`src/shared/pdt_pkg.sv`:
```
// Purpose: Constants for the positioning dwell timer
// Assumes: 40 MHz system clock, dwell counted in whole milliseconds
// Notes:   Table patterns and timing shared by the timer and its tick source
// How it works
// - End-point table: dwell, then raise done
// - Continuous chain: skip intermediate dwell entirely
// - Stop-between chain: dwell before next table
// - Final chain table dwells like end-point
package pdt_pkg;
    localparam int          CLK_HZ       = 40000000;
    localparam int          MS_PER_S     = 1000;
    localparam int          TICK_CYCLES  = CLK_HZ / MS_PER_S;
    localparam int          DWELL_W      = 15;
    localparam logic [14:0] DWELL_MAX    = 15'h7FFF;
    localparam int          TICK_W       = 16;

    // Pattern of the table that just finished
    typedef enum logic [1:0] {
        PDT_PAT_END   = 2'b00,
        PDT_PAT_CONT  = 2'b01,
        PDT_PAT_STOP  = 2'b10
    } pdt_pat_type;

    typedef enum logic [1:0] {
        PDT_IDLE  = 2'b00,
        PDT_MOVE  = 2'b01,
        PDT_DWELL = 2'b10
    } pdt_state_type;
endpackage

```
`src/hdl/pdt_ms_tick.sv`:
```
// Purpose: Millisecond tick generator
// Assumes: Synchronous clear restarts a fresh full millisecond
// Notes:   Clearing at dwell start keeps the dwell from being short
`timescale 1ns/10ps
module pdt_ms_tick #(
    parameter int TICKS = pdt_pkg::TICK_CYCLES
) (
    input  wire logic i_clk,
    input  wire logic i_rst_b,
    input  wire logic i_ce,
    input  wire logic i_clr,
    output logic      o_tick
);
    logic [pdt_pkg::TICK_W-1:0] cnt_q;
    logic [pdt_pkg::TICK_W-1:0] cnt_d;
    localparam logic [pdt_pkg::TICK_W-1:0] LAST = pdt_pkg::TICK_W'(TICKS - 1);

    // Wrap counter over one millisecond
    always_comb begin
        cnt_d = cnt_q;
        if (i_clr) begin
            cnt_d = '0;
        end else if (cnt_q == LAST) begin
            cnt_d = '0;
        end else begin
            cnt_d = cnt_q + 1'b1;
        end
    end

    always_ff @(posedge i_clk or negedge i_rst_b) begin
        if (!i_rst_b) begin
            cnt_q <= '0;
        end else if (i_ce) begin
            cnt_q <= cnt_d;
        end
    end

    // Tick on the last cycle of each millisecond; a registered pulse
    // would stretch every dwell by one cycle
    assign o_tick = (cnt_q == LAST) & ~i_clr;
endmodule

```
`src/hdl/pdt_dwell_timer.sv`:
```
// Purpose: Dwell timer between positioning tables in automatic operation
// Assumes: Motion core reports each table's completion with its pattern and dwell
// Notes:   Start pulses are ignored while busy; continuous tables pass straight on
`timescale 1ns/10ps
module pdt_dwell_timer #(
    parameter int TICKS = pdt_pkg::TICK_CYCLES
) (
    input  wire logic                        i_clk,
    input  wire logic                        i_rst_b,
    input  wire logic                        i_ce,
    input  wire logic                        i_start,
    input  wire logic                        i_tbl_done,
    input  wire pdt_pkg::pdt_pat_type        i_tbl_pat,
    input  wire logic [pdt_pkg::DWELL_W-1:0] i_tbl_dwell_ms,
    output logic                             o_busy,
    output logic                             o_op_done,
    output logic                             o_next_tbl,
    output logic                             o_dwell_active
);
    pdt_pkg::pdt_state_type     state_q, state_d;
    logic [pdt_pkg::DWELL_W-1:0] rem_q, rem_d;
    logic                        final_q, final_d;
    logic                        busy_q, busy_d;
    logic                        done_q, done_d;
    logic                        next_q, next_d;
    logic                        dwell_q, dwell_d;
    logic                        tick;
    logic                        tick_clr;

    // Restart the millisecond grid whenever a dwell begins
    assign tick_clr = (state_q == pdt_pkg::PDT_MOVE) && i_tbl_done;

    pdt_ms_tick #(.TICKS(TICKS)) u_tick (
        .i_clk   (i_clk),
        .i_rst_b (i_rst_b),
        .i_ce    (i_ce),
        .i_clr   (tick_clr),
        .o_tick  (tick)
    );

    // Sequencer: move, dwell, then next table or done
    always_comb begin
        state_d = state_q;
        rem_d   = rem_q;
        final_d = final_q;
        busy_d  = busy_q;
        done_d  = done_q;
        next_d  = 1'b0;
        case (state_q)
            pdt_pkg::PDT_IDLE: begin
                if (i_start) begin
                    state_d = pdt_pkg::PDT_MOVE;
                    busy_d  = 1'b1;
                    done_d  = 1'b0;
                end
            end
            pdt_pkg::PDT_MOVE: begin
                if (i_tbl_done) begin
                    if (i_tbl_pat == pdt_pkg::PDT_PAT_CONT) begin
                        next_d = 1'b1;
                    end else begin
                        // Zero dwell still spends one cycle here; keeps timing uniform
                        state_d = pdt_pkg::PDT_DWELL;
                        rem_d   = i_tbl_dwell_ms;
                        final_d = (i_tbl_pat == pdt_pkg::PDT_PAT_END);
                    end
                end
            end
            pdt_pkg::PDT_DWELL: begin
                if (rem_q == '0) begin
                    if (final_q) begin
                        state_d = pdt_pkg::PDT_IDLE;
                        busy_d  = 1'b0;
                        done_d  = 1'b1;
                    end else begin
                        state_d = pdt_pkg::PDT_MOVE;
                        next_d  = 1'b1;
                    end
                end else if (tick) begin
                    rem_d = rem_q - 1'b1;
                end
            end
            default: begin
                state_d = pdt_pkg::PDT_IDLE;
                busy_d  = 1'b0;
            end
        endcase
        // Registered flag so the pin never shows a raw state decode
        dwell_d = (state_d == pdt_pkg::PDT_DWELL);
    end

    always_ff @(posedge i_clk or negedge i_rst_b) begin
        if (!i_rst_b) begin
            state_q <= pdt_pkg::PDT_IDLE;
            rem_q   <= '0;
            final_q <= 1'b0;
            busy_q  <= 1'b0;
            done_q  <= 1'b0;
            next_q  <= 1'b0;
            dwell_q <= 1'b0;
        end else if (i_ce) begin
            state_q <= state_d;
            rem_q   <= rem_d;
            final_q <= final_d;
            busy_q  <= busy_d;
            done_q  <= done_d;
            next_q  <= next_d;
            dwell_q <= dwell_d;
        end
    end

    // Outputs straight from flip-flops
    assign o_busy         = busy_q;
    assign o_op_done      = done_q;
    assign o_next_tbl     = next_q;
    assign o_dwell_active = dwell_q;
endmodule

```
`config.mk`:
```
export PLATFORM = sky130hd
export DESIGN_NAME = pdt_dwell_timer
export DESIGN_NICKNAME = d
export VERILOG_FILES = /design/src/shared/pdt_pkg.sv /design/src/hdl/pdt_ms_tick.sv /design/src/hdl/pdt_dwell_timer.sv
export SDC_FILE = /design/constraint.sdc
export NUM_CORES = 1
export LEC_CHECK = 0
export ABC_AREA = 1
export BUFFER_PORTS_ARGS = -buffer_cell sky130_fd_sc_hd__clkbuf_2
export CORE_ASPECT_RATIO = 1.75
export CORE_MARGIN = 2
export CORE_UTILIZATION = 53
export DETAILED_ROUTE_END_ITERATION = 6
export PLACE_DENSITY = 0.76
export SETUP_SLACK_MARGIN = 0.3
export SLEW_MARGIN = 40
export SYNTH_ARGS = -nofsm -noshare
export SYNTH_HDL_FRONTEND = slang
export SYNTH_SLANG_ARGS = --single-unit
```
`constraint.sdc`:
```
create_clock -name i_clk -period 1.6 [get_ports i_clk]
set_input_delay 0.48 -clock i_clk [delete_from_list [all_inputs] [get_ports i_clk]]
set_output_delay 0.48 -clock i_clk [all_outputs]
set_load 0.02 [all_outputs]
```
==> metrics, run 1 <==
CTS Buf Count=5; hpwl dp=5.045 mm; setup ws final=-0.1251 ns; mean routed wirelength per cell=around 18 µm; GRT overflow=0; Distinct cells, synth=34; Most used DFF post-synth=dfrtp_1; clk sink count=38; CP arrival=between 1.5 and 2 ns; CTS tree=built; initial antenna violation count=0; wirelength, routed=around 9 mm; pwr/cell area=approximately 1600 nW/µm²; initial drt markers=242; simple logic cell fraction of the synthesized area=0.4039; R2R depth=8; Initial Utilization=0.5457; sequential share of the synthesized area=0.3735; DR vias=3051; status=finished, violations left; flop2flop setup slack=-0.13 ns; Max Fclk=about 0.58 GHz; Synth Area in Compound Gates=0.08157; Worst-Skew Late Latency=0.30 ns; most frequent cells after synthesis=125 x nand2_1, 47 x nor2_1, 42 x nand3_1; share of cells above drive strength 1=0.3970; Worst-path clk slew=roughly 0.080 ns; die area=5396 µm²; peak supply drop=0.001141 V; register area=952.2 µm²; routed vias/inst=5.947; largest net degree at the start of global routing=39; Min Clock Period, post-route=roughly 1.7 ns; total power=0.005970 W; kind of start point of the critical path=flop; post-synthesis mux area share=0.003931; post-route ant nets=0; FFs w/ async S/R, synth=1.000; vias in the first global route=just under 3000; Detailed Routing Iterations Pass 1=7; HP Class=primary input to async pin; Ys Warns=0; max-cap violation count=0; cts-stage hold buffer count=0; xor/xnor share of the synthesized area=0.02064; Non-Filler Instances=between 500 and 600; footprint of the multi-input gates=1783 µm²; Cell Count Post-Placement=approximately 480; area of the mapped netlist=approximately 2500 µm²; Util after Layout=0.7973; all-layer global routing usage=0.3008; CP max FO=7; Adder-Cell Fraction of Synth Area=0.03440; Syn Nets=around 410; maximum level of the CTS H-tree=2; RSZ-0062 raised after global routing=true; cell taking the most area after synthesis=dfrtp_1; Leak=around 1.9 nW; critical path class=flop to flop; failing checks=negative setup slack; ranking of synthesized cells by area=dfrtp_1 37%, nand2_1 18%, nand3_1 8.3%; filler cell count=316; top-count cell post-synth=nand2_1; Worst Path Required=roughly 1.8 ns; RD Place Congestion=slightly above 0.9; Syn Inst Count=377; overall die height=95.69 µm; clock skew=between 0.009 and 0.01 ns; Yosys top cell area share=0.3735; maximum buffer depth of the clock tree=2; final setup vio count=18; residual DRC count=0; core footprint=4666 µm²; layout net count=slightly below 500; Ports=26; max-slew violations=0; crit end category=flop; max_slew headroom=0.7838; Die Span X=56.40 µm; largest family of logic cells by synthesized area=simple AND/OR/NAND/NOR gates; n_diodes=0; Tcrit/Tclk final=1.078; cell row count=33; Post-synth EDFFs=0; flops & latches, synth=38; global-route wire length before repair=approximately 13 mm; final hold vios=0; Avg Cell Area, Syn=6.754 µm²; Port Buffers=25; Layout area overhead=46.09%; root buf cell=clkbuf_8; Slew @ Worst Pin=around 0.32 ns
routing by layer:
layer,part of all wire,up-vias,track usage
li1,-,1374,-
met1,0.33,1414,0.2979
met2,0.53,189,0.5706
met3,0.063,74,0.03898
met4,0.078,0,0.2063
met5,0,-,0
through the flow:
step / setup WS [ns] / instance area (µm²) / setup TNS (ns) / hold slack (ns)
detailed placement: -0.05887 / 2988 / -0.6745 / 0.4613
finish: -0.1251 / 3720 / -1.372 / 0.1358
global placement: 0.007423 / 2988 / 0 / 0.4545
floorplan: 0.0009296 / 2605 / 0 / 0.1844
CTS: -0.02394 / 3490 / -0.1167 / 0.1599
global route: -0.1972 / 3720 / -3.034 / 0.1515
cell usage in the layout, fill, tap and decap left out, types with 2 or more instances in the layout:
cell / instances
o21ai_1: 4
ha_4: 5
nor2_2: 15
buf_6: 7
dfrtp_1: 37
nor3_2: 4
clkbuf_1: 2
inv_1: 35
nand2_1: 102
a21oi_1: 9
nand3_1: 23
o21ai_0: 11
a31oi_1: 2
buf_4: 49
o21ai_4: 2
nand3_2: 19
nand2_4: 7
xor2_1: 6
nor3_4: 3
clkinv_4: 2
ha_1: 2
nor2_4: 3
nor2_1: 31
inv_2: 6
clkbuf_8: 9
clkbuf_2: 21
nand3_4: 2
nand2_2: 20
nand4_1: 5
worst max-delay path, stage by stage (launching register included):
cell and delay (ns):
dfrtp_1 0.41, inv_1 0.13, nand3_1 0.11, nor2_2 0.20
nand3_2 0.14, o21ai_4 0.29, nand2_4 0.17, nand2_2 0.12
nand2_2 0.06
state kept, by name, indices dropped and copies added, names as in the netlist:
signal,cells
u_tick.cnt_q,16
rem_q,15
state_q,2
final_q,1
o_busy,1
o_dwell_active,1
o_next_tbl,1
o_op_done,1
where the power goes:
part,internal [W],switching (W),total [W]
clock,0.000467,0.000353,0.000820
combinational,0.00149,0.00209,0.00358
sequential,0.00126,0.000314,0.00157
total,0.00321,0.00276,0.00597
kinds of logic after synthesis:
group / count (synthesis)
adder cells (fa/ha/maj): 7
AND/OR/NAND/NOR: 239
XOR/XNOR: 6
AO/OA/AOI/OAI: 35
multiplexers: 1
flip-flops: 38
buffers and inverters: 51
area by class of cell:
type	instances	share of cell area
Clock inverter	1	0.008073
Timing Repair inverter	1	0.002355
Tap cell	52	0.01749
Clock buffer	7	0.02052
Sequential cell	38	0.2560
Multi-Input combinational cell	289	0.4793
Timing Repair Buffer	83	0.1726
Inverter	42	0.04373
what timing repair did:
action / CTS / global route
setup buffers: 18 / 7
cloned: 2 / 0
resized for setup: 65 / 45
pin swaps: 15 / 29
setup endpoints to repair: 41 / 41
final timing paths:
| path | end | start |
|---|---|---|
| worst min-delay path | rem_q[11]$_DFFE_PN0P_ | i_rst_b |
| worst max-delay path | rem_q[14]$_DFFE_PN0P_ | u_tick.cnt_q[7]$_DFFE_PN0P_ |
| min in group i_clk | final_q$_DFFE_PN0P_ | i_tbl_pat[0] |
| worst min register to register | o_dwell_active$_DFFE_PN0P_ | o_dwell_active$_DFFE_PN0P_ |
| max in group asynchronous | state_q[0]$_DFFE_PN0P_ | i_rst_b |
| worst max register to register | rem_q[14]$_DFFE_PN0P_ | u_tick.cnt_q[7]$_DFFE_PN0P_ |
Power figures use the tool's default switching activity.
==> run 2, diff against run 1 <==
- ABC_AREA: 1 -> not set
- CORE_UTILIZATION: 53 -> 52
- PLACE_DENSITY: 0.76 -> 0.75
==> metrics, run 2 <==
layout net count=389 (-20%); share of cells above drive strength 1=0.5042 (+0.1072); residual DRC count=0 (unchanged); RSZ-0062 raised after global routing=true; cts-stage hold buffer count=0 (unchanged); Yosys top cell area share=0.4153 (+0.04184); Syn Nets=277 (-32%); cell taking the most area after synthesis=dfrtp_1; initial antenna violation count=0 (unchanged); all-layer global routing usage=0.3249 (+0.02409); filler cell count=231 (-27%); total power=0.004852 W (-19%); vias in the first global route=2589 (-10%); Worst-path clk slew=0.08 ns (about the same); Reg with most FFs=u_tick.cnt_q; core footprint=4324 µm² (-7.3%); Leak=1.610 nW (-14%); Avg Cell Area, Syn=9.233 µm² (+37%); maximum level of the CTS H-tree=2 (unchanged); Syn Inst Count=248 (-34%); Slew @ Worst Pin=0.4990 ns (+0.1778 ns); largest net degree at the start of global routing=39 (unchanged); FFs w/ async S/R, synth=1.000 (unchanged); kind of start point of the critical path=flop; critical path class=flop to flop; DR vias=2509 (-18%); CP arrival=2.16 ns (+0.25 ns); die area=4971 µm² (-7.9%); most frequent cells after synthesis=38 x dfrtp_1, 34 x nor2_1, 20 x nand2_1; commonest non-fill, non-tap cell in the layout=buf_4; Detailed Routing Iterations Pass 1=4 (-3); Top delay family on crit path=compound AO/OA/AOI/OAI gates; commonest cells after routing, fill and taps aside=74 x buf_4, 37 x dfrtp_1, 30 x nor2_1; Distinct cells, synth=57 (+68%); Reg-to-Reg Start=rem_q[0]$_DFFE_PN0P_; clk sink count=38 (unchanged); post-route ant nets=0 (unchanged); crit end category=flop; Worst Path Required=1.78 ns (about the same); Ys Warns=0 (unchanged); Min Clock Period, post-route=1.976 ns (+0.2507 ns); Tcrit/Tclk final=1.235 (+0.1567); clock skew=0.004252 ns (-0.005610 ns); setup ws final=-0.3758 ns (-0.2507 ns); wirelength, routed=8.270 mm (-9.9%); final instance area=3605 µm² (-3.1%); Port Buffers=25 (unchanged); peak supply drop=0.001061 V (-7.0%); sequential share of the synthesized area=0.4153 (+0.04184); cell row count=32 (-3.0%); max_slew headroom=0.6631 (-0.1208); HP Class=primary input to async pin; routed vias/inst=6.090 (+2.4%); flops & latches, synth=38 (unchanged); max-cap violation count=0 (unchanged); overall die height=91.78 µm (-4.1%); Worst R2R End=o_busy$_DFFE_PN0P_; root buf cell=clkbuf_8; pwr/cell area=1346 nW/µm² (-16%); mean routed wirelength per cell=20.07 µm (+12%); register area=952.2 µm² (unchanged); maximum buffer depth of the clock tree=2 (unchanged); Post-synth EDFFs=0 (unchanged); hpwl dp=4.690 mm (-7.0%); Util after Layout=0.8336 (+0.03636); n_diodes=0 (unchanged); area of the mapped netlist=2290 µm² (-10%); Largest regs=u_tick.cnt_q: 16 flops, rem_q: 15 flops, state_q: 2 flops; slowest CP cell=dfrtp_1; Max Fclk=0.5061 GHz (-13%); global-route wire length before repair=11.79 mm (-5.8%); CP bufs+invs=2 (+1); Die Span X=54.16 µm (-4.0%); GRT overflow=0 (unchanged); Min Hold Slack=0.1494 ns (+0.01357 ns); Initial Utilization=0.5295 (-0.01621); critical path, cell by cell=inv_2, ha_4, nor4b_4, nand4_4, buf_4, o21ai_2, a41oi_1, a41oi_1; footprint of the multi-input gates=1544 µm² (-13%); CP max stage delay=0.39 ns (-0.02 ns); Layout area overhead=57.43%; Cell Area, Placed=3115 µm² (+4.3%); Ports=26 (unchanged); max-slew violations=0 (unchanged); ranking of synthesized cells by area=dfrtp_1 42%, nor2_1 5.6%, ha_1 3.8%; flop2flop setup slack=-0.38 ns (-0.25 ns); top-count cell post-synth=dfrtp_1; failing checks=negative setup slack; final setup vio count=35 (+17); R2R depth=8 (unchanged); most frequent CP cell=a41oi_1; Worst-Skew Late Latency=0.29 ns (about the same); CTS Buf Count=5 (unchanged); max reg flops=16 (unchanged); initial drt markers=133 (-45%); CTS tree=built; Most used DFF post-synth=dfrtp_1; status=finished, violations left; final hold vios=0 (unchanged); CP max FO=5 (-2); RD Place Congestion=0.7987 (-12%)
run 2: repair_timing:
| item | in CTS | in global routing |
|---|---|---|
| gates resized for setup | 44 | 26 |
| pin swaps | 26 | 16 |
| gates cloned | 2 | 0 |
| setup endpoints to repair | 41 | 41 |
| buffers inserted | 7 | 5 |
run 2: metal layers:
layer / global-route usage / wire (µm) / up-vias
li1: - / - / 1128
met1: 0.3113 / 2842 / 1234
met2: 0.6185 / 4715 / 105
met3: 0.04560 / 324 / 42
met4: 0.1521 / 386 / 0
met5: 0 / 0 / -
run 2: power breakdown:
| part | internal, W | switching (W) |
|---|---|---|
| Sequential | 0.00125 | 0.000330 |
| Clock | 0.000349 | 0.000364 |
| Combinational | 0.00129 | 0.00127 |
run 2: worst max-delay path by stage:
stage | end | slack (ns) | from | cells after the start
detailed placement | u_tick.cnt_q[13]$_DFFE_PN0P_ | -0.25 | u_tick.cnt_q[6]$_DFFE_PN0P_ | 5
CTS | rem_q[1]$_DFFE_PN0P_ | -0.19 | rem_q[0]$_DFFE_PN0P_ | 8
global route | rem_q[9]$_DFFE_PN0P_ | -0.57 | rem_q[2]$_DFFE_PN0P_ | 5
finish | o_busy$_DFFE_PN0P_ | -0.38 | rem_q[0]$_DFFE_PN0P_ | 8
floorplan | rem_q[13]$_DFFE_PN0P_ | -0.11 | rem_q[0]$_DFFE_PN0P_ | 7
global placement | o_dwell_active$_DFFE_PN0P_ | -0.26 | rem_q[7]$_DFFE_PN0P_ | 6
run 2: worst reg2reg max path: stages (launching register included):
cell and delay, ns:
dfrtp_1 0.39, inv_2 0.09, ha_4 0.12, nor4b_4 0.30
nand4_4 0.16, buf_4 0.22, o21ai_2 0.15, a41oi_1 0.16
a41oi_1 0.28
run 2: layout make-up:
cell class              count  share of cell area
multi-input cells         188              0.4283
clock buffers               7             0.02395
well taps                  51             0.01770
flip-flops and latches     38              0.2641
clock inverters             1            0.001388
repair buffers            113              0.2489
inverters                  14             0.01562
run 2: metrics by stage:
step | worst slack (ns) | TNS, ns | instances
floorplan | -0.1051 | -0.7629 | 248
global placement | -0.2642 | -4.525 | 390
detailed placement | -0.2514 | -5.646 | 390
CTS | -0.1930 | -2.600 | 407
global route | -0.5732 | -11.93 | 412
finish | -0.3758 | -6.978 | 412
run 2: cell families (layout without fill, tap and decap cells):
logic type      after synthesis  in the layout  share of synthesized area
mux                           2              2                   0.008744
compound gates               56             56                     0.1732
flops                        38             38                     0.4153
fa+ha+maj                     7              7                    0.03825
xor+xnor                     11             11                    0.04208
simple gates                111            112                     0.2760
buf+inv                      23            135                    0.04644
==> run 3, diff against run 2 <==
- CTS_CLUSTER_SIZE: not set -> 10
- SETUP_SLACK_MARGIN: 0.3 -> 0.1
- SLEW_MARGIN: 40 -> not set
==> metrics, run 3 (synthesized netlist as in run 2, its figures left out) <==
Util after Layout=0.7986 (-0.03501); routed vias/inst=6.185 (+1.6%); Leak=1.528 nW (-5.1%); DR vias=2474 (-1.4%); pwr/cell area=1408 nW/µm² (+4.6%); final instance area=3453 µm² (-4.2%); max reg flops=16 (unchanged); HP Class=primary input to async pin; Ports=26 (unchanged); die area=4971 µm² (unchanged); Largest regs=u_tick.cnt_q: 16 flops, rem_q: 15 flops, state_q: 2 flops; CTS tree=built; Worst-Skew Late Latency=0.31 ns (+0.02 ns); wirelength, routed=7.938 mm (-4.0%); initial antenna violation count=0 (unchanged); sw frac=0.4128 (+0.008704); final hold vios=0 (unchanged); Port Buffers=25 (unchanged); Tcrit/Tclk final=1.192 (-0.04300); RSZ-0062 raised after global routing=true; Die Span X=54.16 µm (unchanged); slowest CP cell=dfrtp_1; filler cell count=259 (+12%); post-route ant nets=0 (unchanged); Max Fclk=0.5244 GHz (+3.6%); CTS Buf Count=5 (unchanged); kind of start point of the critical path=flop; RD Place Congestion=0.8518 (+6.6%); Cell Area, Placed=3037 µm² (-2.5%); CP max stage delay=0.40 ns (about the same); final setup vio count=34 (-2.9%); overall die height=91.78 µm (unchanged); all-layer global routing usage=0.3324 (+0.007510); Worst Path Required=1.81 ns (+0.03 ns); Non-Filler Instances=400 (-2.9%); CP bufs+invs=2 (unchanged); share of cells above drive strength 1=0.4900 (-0.01418); n_diodes=0 (unchanged); cts-stage hold buffer count=0 (unchanged); CP max FO=5 (unchanged); largest net degree at the start of global routing=23 (-41%); failing checks=negative setup slack; setup ws final=-0.3070 ns (+0.06880 ns); clk sink count=38 (unchanged); root buf cell=clkbuf_8; maximum buffer depth of the clock tree=2 (unchanged); commonest non-fill, non-tap cell in the layout=buf_4; cell row count=32 (unchanged); critical path class=flop to flop; Comb power frac=0.530 (+0.003); critical path, cell by cell=inv_2, buf_4, ha_1, nand3_2, nor3_1, a211oi_1, a211oi_1; Detailed Routing Iterations Pass 1=4 (unchanged); commonest cells after routing, fill and taps aside=65 x buf_4, 37 x dfrtp_1, 25 x nor2_1, 25 x clkbuf_2, 19 x nand2_1; CP arrival=2.11 ns (-0.05 ns); crit end category=flop; Psw=0.002007 W (+2.3%); most frequent CP cell=a211oi_1; setup TNS=-5.614 ns (+1.364 ns); max-slew violations=0 (unchanged); Min Hold Slack=0.1063 ns (-0.04308 ns); status=finished, violations left; layout net count=377 (-3.1%); Min Clock Period, post-route=1.907 ns (-0.06880 ns); Reg with most FFs=u_tick.cnt_q; mean routed wirelength per cell=19.85 µm (-1.1%); peak supply drop=0.001088 V (+2.6%); Worst-path clk slew=0.09 ns (about the same); sequential share of power=0.321 (-0.005); vias in the first global route=2598 (+0.35%); Slew @ Worst Pin=0.4656 ns (-0.03339 ns); initial drt markers=91 (-32%); Cell Count Post-Placement=385 (-1.3%); maximum level of the CTS H-tree=2 (unchanged); Layout area overhead=50.82%; Int Pwr=0.002855 W (-1.3%); clock skew=0.01449 ns (+0.01023 ns); residual DRC count=0 (unchanged); GRT overflow=0 (unchanged); global-route wire length before repair=11.96 mm (+1.4%); Initial Utilization=0.5295 (unchanged); core footprint=4324 µm² (unchanged); hpwl dp=4.848 mm (+3.4%); Top delay family on crit path=simple AND/OR/NAND/NOR gates; max-cap violation count=0 (unchanged); max_slew headroom=0.6896 (+0.02649); clock share of power=0.149 (+0.002)
## run 3: cell types whose count changed in the layout (fill, tap and decap cells not counted), sizes merged
| cell | before | now |
|---|---|---|
| buf | 89 | 77 |
| clkinvlp | 0 | 1 |
| nor2 | 36 | 35 |
## run 3: path summary, 6_finish.rpt
path                                   startpoint                     end  slack (ns)  depth (start not counted)
min                                       i_rst_b    rem_q[9]$_DFFE_PN0P_        0.11                          1
max in group asynchronous                 i_rst_b  state_q[0]$_DFFE_PN0P_        0.99                          2
max                          rem_q[0]$_DFFE_PN0P_   rem_q[10]$_DFFE_PN0P_       -0.31                          7
min reg2reg                o_next_tbl$_DFFE_PN0P_  o_next_tbl$_DFFE_PN0P_        0.50                          1
min in group i_clk              i_tbl_dwell_ms[7]    rem_q[7]$_DFFE_PN0P_        0.46                          3
max reg2reg                  rem_q[0]$_DFFE_PN0P_   rem_q[10]$_DFFE_PN0P_       -0.31                          7
## run 3: worst register-to-register path, stage by stage, from the launching register on
cell and delay, ns:
dfrtp_1 0.40, inv_2 0.08, buf_4 0.12, ha_1 0.30
nand3_2 0.19, nor3_1 0.29, a211oi_1 0.16, a211oi_1 0.28
## run 3: power groups by stage
stage                     clock, W  sequential (W)  combinational (W)
after detailed placement         0         0.00154            0.00201
final                     0.000725         0.00156            0.00257
after floorplan                  0         0.00161           0.000947
after global routing      0.000768         0.00158            0.00274
after CTS                 0.000710         0.00153            0.00228
after global placement           0         0.00152            0.00194
## run 3: layout make-up
type                    count  area (µm²)  share of cell area
repair buffers            102       757.0              0.2192
clock inverters             2       12.51            0.003623
flip-flops and latches     38       952.2              0.2757
multi-input cells         187        1531              0.4435
clock buffers               6       82.58             0.02391
inverters                  14       53.80             0.01558
well taps                  51       63.81             0.01848
## run 3: per-layer routing
metal | vias to the layer above | track usage | wire length [µm]
li1 | 1102 | - | -
met1 | 1198 | 0.3287 | 2728
met2 | 124 | 0.5663 | 4388
met3 | 50 | 0.07980 | 377
met4 | 0 | 0.2313 | 442
met5 | - | 0 | 0
## run 3: metrics by stage
stage,worst slack [ns],power [W]
after global placement,-0.2004,0.003453
after floorplan,-0.1051,0.002562
after global routing,-0.3699,0.005092
final,-0.3070,0.004861
after CTS,-0.2303,0.004517
after detailed placement,-0.2238,0.003545
## run 3: what timing repair did
action                     CTS  global route
pin swaps                   23             7
cloned                       1             0
setup endpoints to repair   37            37
setup buffers                3             5
gates resized for setup     50            17
